## src/verilog/uhs_neg_pkg.sv

```systemverilog
// Constants shared by the card-side signalling negotiation logic.
// Assumes a single core clock, with the SD clock and CMD pins sampled as plain inputs.
// How it works
// - Fast SDR50, DDR50 and SDR104 timing is only allowed with low-voltage signalling.
// - Card starts at high-voltage signalling; only the switch command lowers it.
// - Low-voltage support is agreed in the operation-condition exchange by both sides.
// - Voltage switch command starts the switch sequence in the card.
// - A successful switch enters UHS-I operation with SDR12 timing by default.
// - In UHS-I, data transfers need the four-bit bus, except lock/unlock.
// - Switch function group 3 selects the output drive strength, which the card applies.
// - High-capacity cards take data addresses in 512-byte block units.
// - Card handles host capacity support and card capacity status bits.
// - After low-voltage entry, SPI and high-voltage return are refused until power-off.
// - Go-idle in low-voltage signalling keeps SDR12 timing.
// - Tuning is legal only in transfer state, low-voltage, unlocked; else illegal.
package uhs_neg_pkg;
   // Command frame layout (start, direction, index, argument, check, end)
   localparam int          FRAME_BITS  = 48;
   localparam int          POS_DIR     = 46;
   localparam int          POS_IDX_HI  = 45;
   localparam int          POS_IDX_LO  = 40;
   localparam int          POS_ARG_HI  = 39;
   localparam int          POS_ARG_LO  = 8;
   // Command indices
   localparam logic [5:0]  IDX_GO_IDLE = 6'h00;
   localparam logic [5:0]  IDX_SWITCH  = 6'h06;
   localparam logic [5:0]  IDX_VSWITCH = 6'h0b;
   localparam logic [5:0]  IDX_RD_ONE  = 6'h11;
   localparam logic [5:0]  IDX_RD_MANY = 6'h12;
   localparam logic [5:0]  IDX_TUNE    = 6'h13;
   localparam logic [5:0]  IDX_WR_ONE  = 6'h18;
   localparam logic [5:0]  IDX_WR_MANY = 6'h19;
   localparam logic [5:0]  IDX_OPCOND  = 6'h29;
   localparam logic [5:0]  IDX_LOCK    = 6'h2a;
   localparam logic [5:0]  IDX_APP     = 6'h37;
   localparam logic [5:0]  IDX_WIDTH   = 6'h06;
   // Argument fields
   localparam int          POS_S18R    = 24;
   localparam int          POS_HCS     = 30;
   localparam int          POS_SW_SET  = 31;
   localparam int          POS_G3_LO   = 8;
   localparam int          POS_G1_LO   = 0;
   localparam logic [3:0]  G_NOCHANGE  = 4'hf;
   localparam logic [3:0]  G3_MAX      = 4'h3;
   localparam logic [1:0]  WIDTH_4BIT  = 2'h2;
   localparam logic [1:0]  WIDTH_1BIT  = 2'h0;
   localparam int          BLK_SHIFT   = 9;
   // Timing modes: high-voltage codes first, then the UHS codes in group 1 order
   localparam logic [2:0]  TM_DS       = 3'h0;
   localparam logic [2:0]  TM_HS       = 3'h1;
   localparam logic [2:0]  TM_SDR12    = 3'h2;
   localparam logic [2:0]  TM_SDR25    = 3'h3;
   localparam logic [2:0]  TM_SDR50    = 3'h4;
   localparam logic [2:0]  TM_SDR104   = 3'h5;
   localparam logic [2:0]  TM_DDR50    = 3'h6;
   localparam logic [3:0]  G1_UHS_MAX  = 4'h4;
   localparam logic [3:0]  G1_HV_MAX   = 4'h1;
   // Reset values
   localparam logic [2:0]  RST_TIMING  = TM_DS;
   localparam logic [1:0]  RST_DRIVE   = 2'h0;
   // Frame capture states
   typedef enum logic [1:0] {
      FS_IDLE  = 2'b01,
      FS_SHIFT = 2'b10
   } frame_state_t;
endpackage : uhs_neg_pkg

```

## src/verilog/uhs_signal_mode_negotiation.sv

```systemverilog
// Card-side UHS-I signalling level, timing mode and bus width negotiation.
// Captures host commands from the CMD pin on SD clock rising edges found by core_clk
// sampling; card status inputs come from logic on core_clk. Only power-off resets fully.
`timescale 1ns/1ps
module uhs_signal_mode_negotiation
(
   // Clock and reset
   input  wire logic        core_clk,
   input  wire logic        rst_n,
   // SD pins
   input  wire logic        sd_clk,
   input  wire logic        sd_cmd_in,
   input  wire logic        sd_dat3_in,
   // Card status from core logic
   input  wire logic        card_s18_cap,
   input  wire logic        card_high_cap,
   input  wire logic        card_locked,
   input  wire logic        card_in_xfer,
   // Mode outputs
   output logic             sig_low_r,
   output logic             uhs_r,
   output logic [2:0]       timing_r,
   output logic             wide_bus_r,
   output logic [1:0]       drive_r,
   output logic             spi_mode_r,
   output logic             s18a_r,
   output logic             ccs_r,
   output logic             hcs_r,
   // Command outcome pulses and the held transfer block address
   output logic             illegal_r,
   output logic             vswitch_r,
   output logic             tune_ok_r,
   output logic             xfer_go_r,
   output logic [31:0]      blk_addr_r
);
   import uhs_neg_pkg::*;
   // Pin synchronisers; logic reads the second stage, and the third clock stage for rise detection
   logic [2:0] clk_s_r;
   logic [1:0] cmd_s_r, dat3_s_r;
   always_ff @(posedge core_clk) begin
      clk_s_r  <= {clk_s_r[1:0], sd_clk};
      cmd_s_r  <= {cmd_s_r[0], sd_cmd_in};
      dat3_s_r <= {dat3_s_r[0], sd_dat3_in};
   end

   logic sd_rise;
   assign sd_rise = clk_s_r[1] & ~clk_s_r[2];

   // Frame capture: a frame opens on a low start bit and closes after 48 bits
   frame_state_t       fs_r, fs_nxt;
   logic [47:0]        sh_r, sh_nxt;
   logic [5:0]         cnt_r, cnt_nxt;
   logic               done_r, done_nxt;
   always_comb begin
      fs_nxt   = fs_r;
      sh_nxt   = sh_r;
      cnt_nxt  = cnt_r;
      done_nxt = 1'b0;
      unique case (fs_r)
         FS_IDLE: begin
            if (sd_rise && !cmd_s_r[1]) begin
               fs_nxt  = FS_SHIFT;
               sh_nxt  = 48'h0;
               cnt_nxt = 6'h1;
            end
         end
         FS_SHIFT: begin
            if (sd_rise) begin
               sh_nxt  = {sh_r[46:0], cmd_s_r[1]};
               cnt_nxt = cnt_r + 6'h1;
               if (cnt_r == 6'(FRAME_BITS - 1)) begin
                  fs_nxt   = FS_IDLE;
                  done_nxt = 1'b1;
               end
            end
         end
      endcase
   end

   always_ff @(posedge core_clk) begin
      if (!rst_n) begin
         fs_r   <= FS_IDLE;
         sh_r   <= 48'h0;
         cnt_r  <= 6'h0;
         done_r <= 1'b0;
      end else begin
         fs_r   <= fs_nxt;
         sh_r   <= sh_nxt;
         cnt_r  <= cnt_nxt;
         done_r <= done_nxt;
      end
   end

   // Field views of the captured frame; direction and end bits must both be high
   logic        frame_ok;
   logic [5:0]  idx;
   logic [31:0] arg;
   assign frame_ok = done_r & sh_r[POS_DIR] & sh_r[0];
   assign idx      = sh_r[POS_IDX_HI:POS_IDX_LO];
   assign arg      = sh_r[POS_ARG_HI:POS_ARG_LO];

   // Command interpreter state
   logic       app_r, app_nxt;
   logic       neg_r, neg_nxt;
   logic       sig_low_nxt, uhs_nxt, wide_nxt, spi_nxt, s18a_nxt, ccs_nxt, hcs_nxt;
   logic       ill_nxt, vsw_nxt, tune_nxt, xgo_nxt;
   logic [2:0] timing_nxt;
   logic [1:0] drive_nxt;
   logic [31:0] addr_nxt;
   logic [3:0] g1, g3;
   assign g1 = arg[POS_G1_LO +: 4];
   assign g3 = arg[POS_G3_LO +: 4];

   always_comb begin
      app_nxt     = app_r;
      neg_nxt     = neg_r;
      sig_low_nxt = sig_low_r;
      uhs_nxt     = uhs_r;
      timing_nxt  = timing_r;
      wide_nxt    = wide_bus_r;
      drive_nxt   = drive_r;
      spi_nxt     = spi_mode_r;
      s18a_nxt    = s18a_r;
      ccs_nxt     = ccs_r;
      hcs_nxt     = hcs_r;
      addr_nxt    = blk_addr_r;
      ill_nxt     = 1'b0;
      vsw_nxt     = 1'b0;
      tune_nxt    = 1'b0;
      xgo_nxt     = 1'b0;
      if (frame_ok) begin
         app_nxt = 1'b0;
         if (app_r && idx == IDX_OPCOND) begin
            // Both sides must ask for low voltage before a switch is allowed
            s18a_nxt = arg[POS_S18R] & card_s18_cap;
            neg_nxt  = arg[POS_S18R] & card_s18_cap;
            hcs_nxt  = arg[POS_HCS];
            ccs_nxt  = card_high_cap;
         end else if (app_r && idx == IDX_WIDTH) begin
            // Bus width comes only by the application command
            if (arg[1:0] == WIDTH_4BIT)
               wide_nxt = 1'b1;
            else if (arg[1:0] == WIDTH_1BIT)
               wide_nxt = 1'b0;
         end else begin
            unique case (idx)
               IDX_APP: app_nxt = 1'b1;
               IDX_GO_IDLE: begin
                  wide_nxt = 1'b0;
                  neg_nxt  = 1'b0;
                  // Once low, SPI selection and timing fall-back are both refused
                  if (sig_low_r) begin
                     timing_nxt = TM_SDR12;
                  end else begin
                     timing_nxt = RST_TIMING;
                     spi_nxt    = ~dat3_s_r[1];
                  end
               end
               IDX_VSWITCH: begin
                  if (neg_r && !sig_low_r && !spi_mode_r) begin
                     sig_low_nxt = 1'b1;
                     vsw_nxt     = 1'b1;
                     uhs_nxt     = 1'b1;
                     timing_nxt  = TM_SDR12;
                  end else begin
                     ill_nxt = 1'b1;
                  end
               end
               IDX_SWITCH: begin
                  if (arg[POS_SW_SET]) begin
                     if (g3 != G_NOCHANGE && g3 <= G3_MAX)
                        drive_nxt = g3[1:0];
                     // Fast modes exist only in the UHS code range
                     if (g1 != G_NOCHANGE) begin
                        if (uhs_r && g1 <= G1_UHS_MAX)
                           timing_nxt = TM_SDR12 + g1[2:0];
                        else if (!uhs_r && g1 <= G1_HV_MAX)
                           timing_nxt = g1[2:0];
                     end
                  end
               end
               IDX_TUNE: begin
                  if (card_in_xfer && sig_low_r && !card_locked)
                     tune_nxt = 1'b1;
                  else
                     ill_nxt = 1'b1;
               end
               IDX_LOCK: xgo_nxt = 1'b1;
               IDX_RD_ONE, IDX_RD_MANY, IDX_WR_ONE, IDX_WR_MANY: begin
                  // A one-bit transfer in UHS is not assured, so it is refused
                  if (uhs_r && !wide_bus_r) begin
                     ill_nxt = 1'b1;
                  end else begin
                     xgo_nxt  = 1'b1;
                     addr_nxt = card_high_cap ? arg : (arg >> BLK_SHIFT);
                  end
               end
               default: ;
            endcase
         end
      end
   end

   always_ff @(posedge core_clk) begin
      if (!rst_n) begin
         app_r      <= 1'b0;
         neg_r      <= 1'b0;
         sig_low_r  <= 1'b0;
         uhs_r      <= 1'b0;
         timing_r   <= RST_TIMING;
         wide_bus_r <= 1'b0;
         drive_r    <= RST_DRIVE;
         spi_mode_r <= 1'b0;
         s18a_r     <= 1'b0;
         ccs_r      <= 1'b0;
         hcs_r      <= 1'b0;
         blk_addr_r <= 32'h0;
         illegal_r  <= 1'b0;
         vswitch_r  <= 1'b0;
         tune_ok_r  <= 1'b0;
         xfer_go_r  <= 1'b0;
      end else begin
         app_r      <= app_nxt;
         neg_r      <= neg_nxt;
         sig_low_r  <= sig_low_nxt;
         uhs_r      <= uhs_nxt;
         timing_r   <= timing_nxt;
         wide_bus_r <= wide_nxt;
         drive_r    <= drive_nxt;
         spi_mode_r <= spi_nxt;
         s18a_r     <= s18a_nxt;
         ccs_r      <= ccs_nxt;
         hcs_r      <= hcs_nxt;
         blk_addr_r <= addr_nxt;
         illegal_r  <= ill_nxt;
         vswitch_r  <= vsw_nxt;
         tune_ok_r  <= tune_nxt;
         xfer_go_r  <= xgo_nxt;
      end
   end

   // Checks on the mode outputs and command outcomes
   property p_fast_low;
      @(posedge core_clk) disable iff (!rst_n)
      (timing_r == TM_SDR50 || timing_r == TM_SDR104 || timing_r == TM_DDR50) |-> sig_low_r;
   endproperty
   a_fast_low: assert property (p_fast_low) else $error("fast mode without low level");
   property p_low_only_by_switch;
      @(posedge core_clk) disable iff (!rst_n)
      $rose(sig_low_r) |-> vswitch_r && $past(frame_ok) && $past(idx) == IDX_VSWITCH;
   endproperty
   a_low_only_by_switch: assert property (p_low_only_by_switch) else $error("level changed outside switch");
   property p_s18a;
      @(posedge core_clk) disable iff (!rst_n)
      frame_ok && app_r && idx == IDX_OPCOND |=> s18a_r == ($past(arg[POS_S18R]) & $past(card_s18_cap));
   endproperty
   a_s18a: assert property (p_s18a) else $error("low-voltage reply wrong");
   property p_uhs_sdr12;
      @(posedge core_clk) disable iff (!rst_n)
      $rose(uhs_r) |-> timing_r == TM_SDR12 && vswitch_r;
   endproperty
   a_uhs_sdr12: assert property (p_uhs_sdr12) else $error("UHS entry not at SDR12");
   property p_narrow_refused;
      @(posedge core_clk) disable iff (!rst_n)
      frame_ok && !app_r && idx == IDX_RD_ONE && uhs_r && !wide_bus_r |=> illegal_r && !xfer_go_r;
   endproperty
   a_narrow_refused: assert property (p_narrow_refused) else $error("one-bit transfer taken in UHS");
   property p_low_sticky;
      @(posedge core_clk) disable iff (!rst_n)
      sig_low_r |=> sig_low_r && !spi_mode_r ##1 sig_low_r;
   endproperty
   a_low_sticky: assert property (p_low_sticky) else $error("left low-voltage signalling");
   property p_idle_sdr12;
      @(posedge core_clk) disable iff (!rst_n)
      frame_ok && !app_r && idx == IDX_GO_IDLE && sig_low_r |=> timing_r == TM_SDR12 && uhs_r;
   endproperty
   a_idle_sdr12: assert property (p_idle_sdr12) else $error("go-idle dropped SDR12");
   property p_tune;
      @(posedge core_clk) disable iff (!rst_n)
      frame_ok && !app_r && idx == IDX_TUNE |=> tune_ok_r == !illegal_r &&
         tune_ok_r == ($past(card_in_xfer) && $past(sig_low_r) && !$past(card_locked));
   endproperty
   a_tune: assert property (p_tune) else $error("tuning legality wrong");
   property p_switch_refused;
      @(posedge core_clk) disable iff (!rst_n)
      frame_ok && !app_r && idx == IDX_VSWITCH && !neg_r && !sig_low_r |=> illegal_r && !sig_low_r;
   endproperty
   a_switch_refused: assert property (p_switch_refused) else $error("switch taken without agreement");
   property p_block_addr;
      @(posedge core_clk) disable iff (!rst_n)
      frame_ok && !app_r && idx == IDX_WR_ONE && card_high_cap && !(uhs_r && !wide_bus_r)
         |=> xfer_go_r && blk_addr_r == $past(arg);
   endproperty
   a_block_addr: assert property (p_block_addr) else $error("block address wrong");
endmodule : uhs_signal_mode_negotiation

```

## config.mk

```make
export PLATFORM = sky130hd
export DESIGN_NAME = uhs_signal_mode_negotiation
export DESIGN_NICKNAME = d
export VERILOG_FILES = /design/src/verilog/uhs_neg_pkg.sv /design/src/verilog/uhs_signal_mode_negotiation.sv
export SDC_FILE = /design/constraint.sdc
export NUM_CORES = 1
export LEC_CHECK = 0
export ABC_AREA = 1
export BUFFER_PORTS_ARGS = -buffer_cell sky130_fd_sc_hd__buf_2
export CAP_MARGIN = 25
export CORE_AREA = 8 8 94 96
export CTS_BUF_LIST = sky130_fd_sc_hd__clkbuf_2
export DETAILED_ROUTE_END_ITERATION = 16
export DIE_AREA = 0 0 102 104
export PLACE_DENSITY = 0.89
export SYNTH_ARGS = -nofsm -noshare
export SYNTH_HDL_FRONTEND = slang
export SYNTH_SLANG_ARGS = --single-unit
```

## constraint.sdc

```tcl
create_clock -name core_clk -period 3.02 [get_ports core_clk]
set_input_delay 0.151 -clock core_clk [delete_from_list [all_inputs] [get_ports core_clk]]
set_output_delay 0.151 -clock core_clk [all_outputs]
set_load 0.01 [all_outputs]
```

==> results of run 1 <==
-- sequential cells by signal (all words and copies together) (netlist names), 2 cells and up --
register / flops
fs_r: 2
cnt_r: 6
clk_s_r: 3
timing_r: 3
blk_addr_r: 32
drive_r: 2
cmd_s_r: 2
sh_r: 47
dat3_s_r: 2
-- metal layers --
metal	GRT usage	vias to the layer above	wire length, um
li1	-	2026	-
met3	0.03079	23	541
met2	0.3423	112	5221
met1	0.2160	1837	4064
met4	0.08814	0	226
met5	0	-	0
-- layout make-up --
class / instances / area (um2) / share of cell area
timing repair buffer: 65 / 362.8 / 0.07274
clock inverter: 7 / 103.9 / 0.02082
multi-input combinational: 402 / 1916 / 0.3840
inverter: 51 / 191.4 / 0.03837
tap: 102 / 127.6 / 0.02558
clock buffer: 9 / 45.04 / 0.009029
sequential: 112 / 2242 / 0.4495
-- cell usage in the layout (no fill, tap or decap), types with 2 or more instances in the layout --
cell type	Yosys	final
inv_1	49	49
nor3b_1	3	3
o22ai_1	22	22
o32ai_1	24	24
nand2_1	152	152
buf_2	4	56
bufinv_16	0	2
o21ai_0	5	5
dfxtp_1	112	112
nand4_1	5	5
dlygate4sd3_1	0	6
nor2_1	113	113
nand3_2	2	2
nor2_2	3	3
mux2i_1	11	11
clkbuf_2	0	9
buf_4	1	3
clkinvlp_4	0	2
a21oi_1	24	24
nor3_1	5	5
nand3_1	24	24
-- how the worst min path moves through the flow --
stage | startpoint | to | slack [ps] | cells after the start
3_3_place_gp | sd_cmd_in | cmd_s_r[0]$_DFF_P_ | 260 | 1
5_1_grt | rst_n | cnt_r[0]$_SDFFE_PN0P_ | 50 | 3
3_5_place_dp | sd_cmd_in | cmd_s_r[0]$_DFF_P_ | 260 | 1
4_1_cts | card_locked | illegal_r$_SDFF_PP0_ | 6 | 5
2_1_floorplan | sd_clk | clk_s_r[0]$_DFF_P_ | 180 | 0
6_report | card_locked | illegal_r$_SDFF_PP0_ | 50 | 5
-- critical path, cell delays in order, from the launching register on --
cell and delay [ps]:
dfxtp_1 390, inv_1 60, nand2_1 60, nand3b_1 150
nor2_1 290, nand2_1 590, o22ai_1 360
-- logic make-up after synthesis --
family | after synthesis
AOI/OAI and AO/OA | 78
buffers and inverters | 82
and+or+nand+nor | 311
DFF | 112
muxes | 11
xor gates and xnor gates | 1
adders and majority gates | 1
-- repair_timing --
item | CTS | global route
hold buffers | 6 | 0
endpoints found under the hold margin | 7 | 0
buffers inserted | 0 | 0
-- stage by stage --
stage	cells	utilization	total power, mW
final	748	0.6699	2.385
after global routing	748	0.6699	2.469
after CTS	748	0.6699	2.398
after detailed placement	726	0.6418	1.636
after global placement	726	0.6418	1.634
after floorplan	596	-	1.614
-- where the power goes --
group          leakage [nW]  internal, mW  switching [mW]
combinational          1.05        0.0296          0.0894
sequential            0.905          1.49         0.00499
clock                0.0806         0.284           0.483
total                  2.03          1.81           0.577
==> flow_metrics.tcl, run 1 <==
set metrics [dict create \
    async_flop_share 0 \
    maxSlewViolCount 0 \
    antenna_cells 0 \
    cellPowerDensity_nw_per_um2 478.1 \
    fillers 637 \
    dp_hpwl_mm 6.965 \
    cts_tree "done" \
    cts_inserted_buffers 9 \
    synthMuxAreaShare 0.02436 \
    die_w_um 102 \
    synth_simple_gate_area_frac 0.2816 \
    fin_skew_ps 26.01 \
    setup_ws_ps 1067 \
    synth_ff_type "dfxtp_1" \
    worst_hold_slack_ps 50.27 \
    final_nets 651 \
    r2r-end "sh_r[32]$_SDFFE_PN0P_" \
    drc 0 \
    synth_area_leader_cell "dfxtp_1" \
    area_delta_synth_final_pct 10.38 \
    netlist_area_um2 4519 \
    synth_top_family_by_area "simple AND/OR/NAND/NOR gates" \
    synth_xor_xnor_area_share 0.001938 \
    wl_per_cell_um 13.44 \
    synthAdderAreaFrac 0.002769 \
    cp-end-kind "flip-flop" \
    crit_path_end "sh_r[32]$_SDFFE_PN0P_" \
    htree_num_levels 3 \
    startpoint_type "flip-flop" \
    grt_pass1_vias 3857 \
    dp_slack_ps 1075 \
    ir_drop_uv 334.5 \
    dieArea_um2 10610 \
    final_layout_size_suffix_gt1_frac 0.1285 \
    post_cts_resized 0 \
    syn_nets 606 \
    max_freq_mhz 512.1 \
    grt-ovfl-total 0 \
    clock_latency_ps 560 \
    startpoint "fs_r[1]$_SDFFE_PN0P_" \
    place_congestion 0.8995 \
    finalSetupViolations 0 \
    drt_first_pass_iters 5 \
    grtUsageTotal 0.1928 \
    synth.distinct_cells 31 \
    cp.required_ps 3510 \
    rsz0062_at_grt "no" \
    synthMostInstantiatedCell "nand2_1" \
    cts-root-buf "clkbuf_2" \
    dpl_cell_area_um2 4780 \
    fin_area_um2 4989 \
    worst-slew-pin-transition_ps 879.4 \
    vias 3998 \
    status "finished clean" \
    core_area_um2 7447 \
    slew_headroom 0.4123 \
    synth-edff-count 0 \
    initial_core_util 0.6069 \
    finalHoldViolCount 0 \
    cts_sinks 112 \
    grt_pass1_wl_mm 16.91 \
    ant_nets 0 \
    hp-class "in2reg" \
    synth-compound-area-share 0.1132 \
    fin_crit_ps 1953 \
    die_h_um 104 \
    routed_wl_mm 10.05 \
    ios 57 \
    min_period_over_period 0.6466 \
    r2r_slack_ps 1070 \
    synth-warning-count 0 \
    grt_max_degree 67 \
    yosys_register_bits 112 \
    timing.rr.start "fs_r[1]$_SDFFE_PN0P_" \
    drt-vias-per-instance 5.345 \
    clock_path_buffers 2 \
    avgSynthCellArea_um2 7.583 \
    crit_arrival_ps 2450 \
    row_count 32 \
    antenna_found_initial 0 \
    leakage_nw 2.032 \
    fin_setup_tns_ps 0 \
    drtIter0Drc 266 \
    maxCapViolCount 0 \
    synth_commonest_cells "nand2_1, nor2_1, dfxtp_1, inv_1" \
    ys_seq_area_frac 0.4961 \
    worstRegToRegCells 6 \
    critical_path_class "reg2reg" \
    crit_fanout 23 \
    clk_pin_slew_ps 300 \
    numPortBuffers 56 \
    ys_top_cells_by_area "dfxtp_1, nand2_1, nor2_1" \
    synthDominantCellAreaShare 0.4961 \
    netlist_instances 596 \
]
(Power assumes the default switching activity.)
==> run 2: changes to the inputs <==
--- a/config.mk
+++ b/config.mk
@@ -8,11 +8,11 @@
 export ABC_AREA = 1
 export BUFFER_PORTS_ARGS = -buffer_cell sky130_fd_sc_hd__buf_2
 export CAP_MARGIN = 25
-export CORE_AREA = 8 8 94 96
+export CORE_AREA = 8 8 96 98
 export CTS_BUF_LIST = sky130_fd_sc_hd__clkbuf_2
 export DETAILED_ROUTE_END_ITERATION = 16
-export DIE_AREA = 0 0 102 104
-export PLACE_DENSITY = 0.89
+export DIE_AREA = 0 0 104 106
+export PLACE_DENSITY = 0.86
 export SYNTH_ARGS = -nofsm -noshare
 export SYNTH_HDL_FRONTEND = slang
 export SYNTH_SLANG_ARGS = --single-unit
==> constraint.sdc (replaced) <==
create_clock -name core_clk -period 2 [get_ports core_clk]
set_input_delay 0.1 -clock core_clk [delete_from_list [all_inputs] [get_ports core_clk]]
set_output_delay 0.1 -clock core_clk [all_outputs]
set_load 0.01 [all_outputs]
==> flow_metrics.tcl, run 2 (synthesis gave the netlist of run 1 again) <==
set metrics [dict create \
    grt-ovfl-total 0 \
    slew_headroom 0.6922 \
    max_stage_delay_ps 460 \
    place_congestion 0.9287 \
    reg_top3 "sh_r (47), blk_addr_r (32), cnt_r (6)" \
    ir_drop_uv 467.4 \
    worstRegToRegCells 9 \
    vias 4076 \
    cts_inserted_buffers 9 \
    fin_setup_tns_ps 0 \
    die_h_um 106 \
    crit_cells 9 \
    crit_fanout 5 \
    setup_ws_ps 350.1 \
    grt_use_met3 0.03690 \
    cts_tree "done" \
    hold_buffers 8 \
    cts_sinks 112 \
    grt_pass1_wl_mm 17.13 \
    routed_wl_mm 9.872 \
    grt_pass1_vias 4079 \
    finalHoldViolCount 0 \
    final_layout_size_suffix_gt1_frac 0.1332 \
    clk_pin_slew_ps 280 \
    crit_chain "inv_2 > nand2_1 > nor2_1 > nand2_1 > nand2_1 > nor2_1 > nand3_1 > nor2_1 > nor2_1" \
    antenna_found_initial 0 \
    dieArea_um2 11020 \
    largest_reg_flops 47 \
    drtIter0Drc 163 \
    drc 0 \
    cpLargestDelayFamily "simple AND/OR/NAND/NOR gates" \
    layout_common_cells "nand2_1, nor2_1, dfxtp_1" \
    hp-class "in2reg" \
    htree_num_levels 3 \
    ios 57 \
    fin_skew_ps 26.23 \
    final_util 0.6456 \
    core_area_um2 7845 \
    die_w_um 104 \
    fin_crit_ps 1650 \
    drt-vias-per-instance 5.377 \
    grt_max_degree 65 \
    drt_first_pass_iters 4 \
    largest-register "sh_r" \
    cts-root-buf "clkbuf_2" \
    crit_top_cell "nor2_1" \
    clock_path_buffers 2 \
    post_cts_buffers 0 \
    clock_latency_ps 560 \
    cpMaxStageDelayCell "dfxtp_1" \
    rsz0062_at_grt "no" \
    mostFrequentLayoutCell "nand2_1" \
    grtUsageTotal 0.1813 \
    fillers 699 \
    worst-slew-pin-transition_ps 461.8 \
    antenna_cells 0 \
    ant_nets 0 \
    seqCellArea_um2 2242 \
    met1_usage 0.1906 \
    dp_hpwl_mm 7.002 \
    power_mw 3.576 \
    wl_per_cell_um 13.02 \
    numPortBuffers 56 \
    area_delta_synth_final_pct 12.07 \
    row_count 33 \
    cp_num_buf_inv 1 \
    critical_path_class "reg2reg" \
    cellPowerDensity_nw_per_um2 706.0 \
    grtUsageMet2 0.3433 \
    leakage_nw 2.070 \
    multi_input_area_um2 1916 \
    maxCapViolCount 0 \
    post_cts_resized 0 \
    status "finished clean" \
    gr-max-usage-layer "met2" \
    dp_slack_ps 376.1 \
    final_nets 658 \
    max_freq_mhz 606.1 \
    cp-end-kind "flip-flop" \
    maxSlewViolCount 0 \
    crit_arrival_ps 2150 \
    min_period_over_period 0.8249 \
    finalSetupViolations 0 \
    initial_core_util 0.5761 \
    startpoint_type "flip-flop" \
    whs_path_depth 2 \
    cp.required_ps 2500 \
]
## run 2: worst paths after layout
path	from	end	slack, ps
max reg2reg	sh_r[41]$_SDFFE_PN0P_	drive_r[0]$_SDFFE_PN0P_	350
min reg2reg	cmd_s_r[0]$_DFF_P_	cmd_s_r[1]$_DFF_P_	350
min	sd_dat3_in	dat3_s_r[0]$_DFF_P_	160
max	sh_r[41]$_SDFFE_PN0P_	drive_r[0]$_SDFFE_PN0P_	350
## run 2: per-stage QoR
stage | cells | area (um2) | hold slack (ps)
6_report | 758 | 5065 | 164.2
5_1_grt | 758 | 5065 | 105.7
4_1_cts | 758 | 5065 | 119.2
3_5_place_dp | 734 | 4846 | 204.4
3_3_place_gp | 734 | 4846 | 205.1
2_1_floorplan | 596 | 4519 | 127.7
## run 2: report_power, final
| part | total, mW | leakage [nW] | internal [mW] | switching, mW |
|---|---|---|---|---|
| Clock | 1.12 | 0.0799 | 0.414 | 0.709 |
| Sequential | 2.26 | 0.905 | 2.26 | 0.00721 |
| Combinational | 0.189 | 1.09 | 0.0521 | 0.137 |
| Total | 3.58 | 2.07 | 2.72 | 0.853 |
## run 2: area by class of cell
type | instances | share of cell area
clock buffers | 9 | 0.008893
clock inverters | 7 | 0.01853
inverters | 51 | 0.03780
multi-input cells | 402 | 0.3782
flip-flops and latches | 112 | 0.4427
well taps | 105 | 0.02594
repair buffers | 72 | 0.08794
## run 2: per-layer routing
metal	vias up	wire length [um]
li1	2044	-
met1	1920	4105
met2	95	5072
met3	17	492
met4	0	202
met5	-	0
==> run 3: changes to the inputs <==
--- a/config.mk
+++ b/config.mk
@@ -5,14 +5,14 @@
 export SDC_FILE = /design/constraint.sdc
 export NUM_CORES = 1
 export LEC_CHECK = 0
-export ABC_AREA = 1
+export ABC_AREA = 0
 export BUFFER_PORTS_ARGS = -buffer_cell sky130_fd_sc_hd__buf_2
 export CAP_MARGIN = 25
-export CORE_AREA = 8 8 96 98
+export CORE_AREA = 8 8 100 102
 export CTS_BUF_LIST = sky130_fd_sc_hd__clkbuf_2
 export DETAILED_ROUTE_END_ITERATION = 16
-export DIE_AREA = 0 0 104 106
-export PLACE_DENSITY = 0.86
+export DIE_AREA = 0 0 108 110
+export PLACE_DENSITY = 0.82
 export SYNTH_ARGS = -nofsm -noshare
 export SYNTH_HDL_FRONTEND = slang
 export SYNTH_SLANG_ARGS = --single-unit
==> constraint.sdc (replaced) <==
create_clock -name core_clk -period 1.49 [get_ports core_clk]
set_input_delay 0.0745 -clock core_clk [delete_from_list [all_inputs] [get_ports core_clk]]
set_output_delay 0.0745 -clock core_clk [all_outputs]
set_load 0.01 [all_outputs]
==> flow_metrics.tcl, run 3 <==
set metrics [dict create \
    status "complete, but fails checks" \
    violations "setup timing" \
    cts_sinks 112 \
    hp-start "sd_clk" \
    drtIter0Drc 222 \
    hp-class "in2reg" \
    fillers 643 \
    async_flop_share 0 \
    slew_headroom 0.7769 \
    cp-end-kind "flip-flop" \
    synth_top_family_by_area "compound AO/OA/AOI/OAI gates" \
    netlist_area_um2 4427 \
    max_freq_mhz 620.3 \
    area_delta_synth_final_pct 24.28 \
    cp.required_ps 2030 \
    layout_common_cells "dfxtp_1, buf_2, nand2_1" \
    grt_pass1_wl_mm 17.15 \
    avgSynthCellArea_um2 10.27 \
    synth_area_leader_cell "dfxtp_1" \
    antenna_found_initial 0 \
    antenna_cells 0 \
    maxSlewViolCount 0 \
    row_count 34 \
    cts_inserted_buffers 9 \
    fin_skew_ps 27.17 \
    synth-compound-area-share 0.2041 \
    wl_per_cell_um 17.46 \
    die_h_um 110 \
    worst_hold_slack_ps 55.32 \
    syn_nets 441 \
    drt-vias-per-instance 5.780 \
    synth-edff-count 0 \
    largest_reg_flops 47 \
    leakage_nw 2.530 \
    grtUsageTotal 0.1788 \
    fin_crit_ps 1612 \
    place_congestion 0.9222 \
    mostFrequentLayoutCell "dfxtp_1" \
    startpoint "sh_r[43]$_SDFFE_PN0P_" \
    htree_num_levels 3 \
    dpl_cell_area_um2 5049 \
    numPortBuffers 56 \
    final_cells 628 \
    multi_input_area_um2 2126 \
    clock_latency_ps 610 \
    synth_simple_gate_area_frac 0.1603 \
    synth_ff_type "dfxtp_1" \
    maxCapViolCount 0 \
    cts_tree "done" \
    synthDominantCellAreaShare 0.5065 \
    drc 0 \
    clock_path_buffers 2 \
    largest-register "sh_r" \
    reg_top3 "sh_r (47), blk_addr_r (32), cnt_r (6)" \
    synth_commonest_cells "dfxtp_1, nand2_1, a22o_1, mux2i_1, o211a_1" \
    grtUsageMet2 0.2799 \
    gr-max-usage-layer "met2" \
    grt-ovfl-total 0 \
    critical_path_class "reg2reg" \
    startpoint_type "flip-flop" \
    synth.distinct_cells 45 \
    synth_xor_xnor_area_share 0.005936 \
    finalSetupViolations 39 \
    ir_drop_uv 469.3 \
    synthMostInstantiatedCell "dfxtp_1" \
    die_w_um 108 \
    ant_nets 0 \
    met1_usage 0.2400 \
    cts-root-buf "clkbuf_2" \
    finalHoldViolCount 0 \
    setup_ws_ps -122.1 \
    core_area_um2 8466 \
    netlist_instances 431 \
    initial_core_util 0.5229 \
    routed_wl_mm 10.97 \
    ys_top_cells_by_area "dfxtp_1, a22o_1, mux2i_1" \
    timing.rr.start "sh_r[43]$_SDFFE_PN0P_" \
    final_nets 525 \
    drt_first_pass_iters 5 \
    vias 3630 \
    fin_setup_tns_ps -3236 \
    grt_max_degree 46 \
    final_layout_size_suffix_gt1_frac 0.3192 \
    seqCellArea_um2 2268 \
    crit_arrival_ps 2160 \
    cellPowerDensity_nw_per_um2 835.2 \
    dp_hpwl_mm 6.952 \
    fin_area_um2 5502 \
    grt_use_met3 0.03779 \
    synth-warning-count 0 \
    final_util 0.6499 \
    clk_pin_slew_ps 310 \
    ios 57 \
    dp_slack_ps -155.0 \
    rsz0062_at_grt "yes" \
    grt_pass1_vias 3464 \
    synthMuxAreaShare 0.06812 \
    crit_fanout 30 \
    worst-slew-pin-transition_ps 333.5 \
    ys_seq_area_frac 0.5065 \
    synthAdderAreaFrac 0.002826 \
    min_period_over_period 1.082 \
    dieArea_um2 11880 \
    yosys_register_bits 112 \
    placed_cells 596 \
    power_mw 4.595 \
]
[run 3: cell count changes in the layout (fill, tap and decap cells not counted), moves of 13 or more]
| cell | change |
|---|---|
| nand2_1 | -107 |
| nor2_1 | -102 |
| inv_1 | -42 |
| a22o_1 | +40 |
| buf_4 | +29 |
| o211a_1 | +24 |
| o32ai_1 | -24 |
| a21oi_1 | -23 |
| o22ai_1 | -22 |
| mux2i_1 | +18 |
| nor2b_1 | +16 |
| a21boi_1 | +14 |
| nand3_1 | -13 |
[run 3: routing by layer]
metal / routed length (um) / vias to the layer above
li1: - / 1724
met1: 4868 / 1758
met2: 5191 / 122
met3: 615 / 26
met4: 291 / 0
met5: 0 / -
[run 3: final cells by class]
cell class | count | area share
Tap cell | 108 | 0.02456
Clock buffer | 9 | 0.008187
Multi-Input combinational cell | 273 | 0.3864
Timing Repair Buffer | 112 | 0.1544
Inverter | 7 | 0.004776
Clock inverter | 7 | 0.009325
Sequential cell | 112 | 0.4123
[run 3: critical path, stage by stage (launching register included)]
cell	delay [ps]
dfxtp_4	440
or3_1	370
and3_4	180
and3_4	190
buf_12	160
o211a_1	210
[run 3: where the power goes]
| part | internal (mW) | leakage, nW | switching [mW] |
|---|---|---|---|
| Clock | 0.239 | 0.0611 | 1.04 |
| Sequential | 3.02 | 0.911 | 0.0143 |
| Combinational | 0.125 | 1.56 | 0.152 |
[run 3: logic make-up after synthesis]
family	after synthesis
AO/OA/AOI/OAI	106
XOR/XNOR	3
adder cells (fa/ha/maj)	1
buffers and inverters	46
flip-flops	112
multiplexers	30
AND/OR/NAND/NOR	133
[run 3: worst paths after layout]
kind,slack [ps],depth (start not counted),endpoint
max,-120,5,blk_addr_r[5]$_SDFFE_PN0P_
min,60,2,clk_s_r[0]$_DFF_P_
max reg2reg,-120,5,blk_addr_r[5]$_SDFFE_PN0P_
min reg2reg,350,0,cmd_s_r[1]$_DFF_P_
[run 3: repair_timing]
item,CTS,global route
endpoints found under the setup margin,95,101
pin swaps,1,14
resized for setup,21,27
setup buffers,4,1
endpoints found under the hold margin,47,0
hold buffers,8,0
cloned,1,2
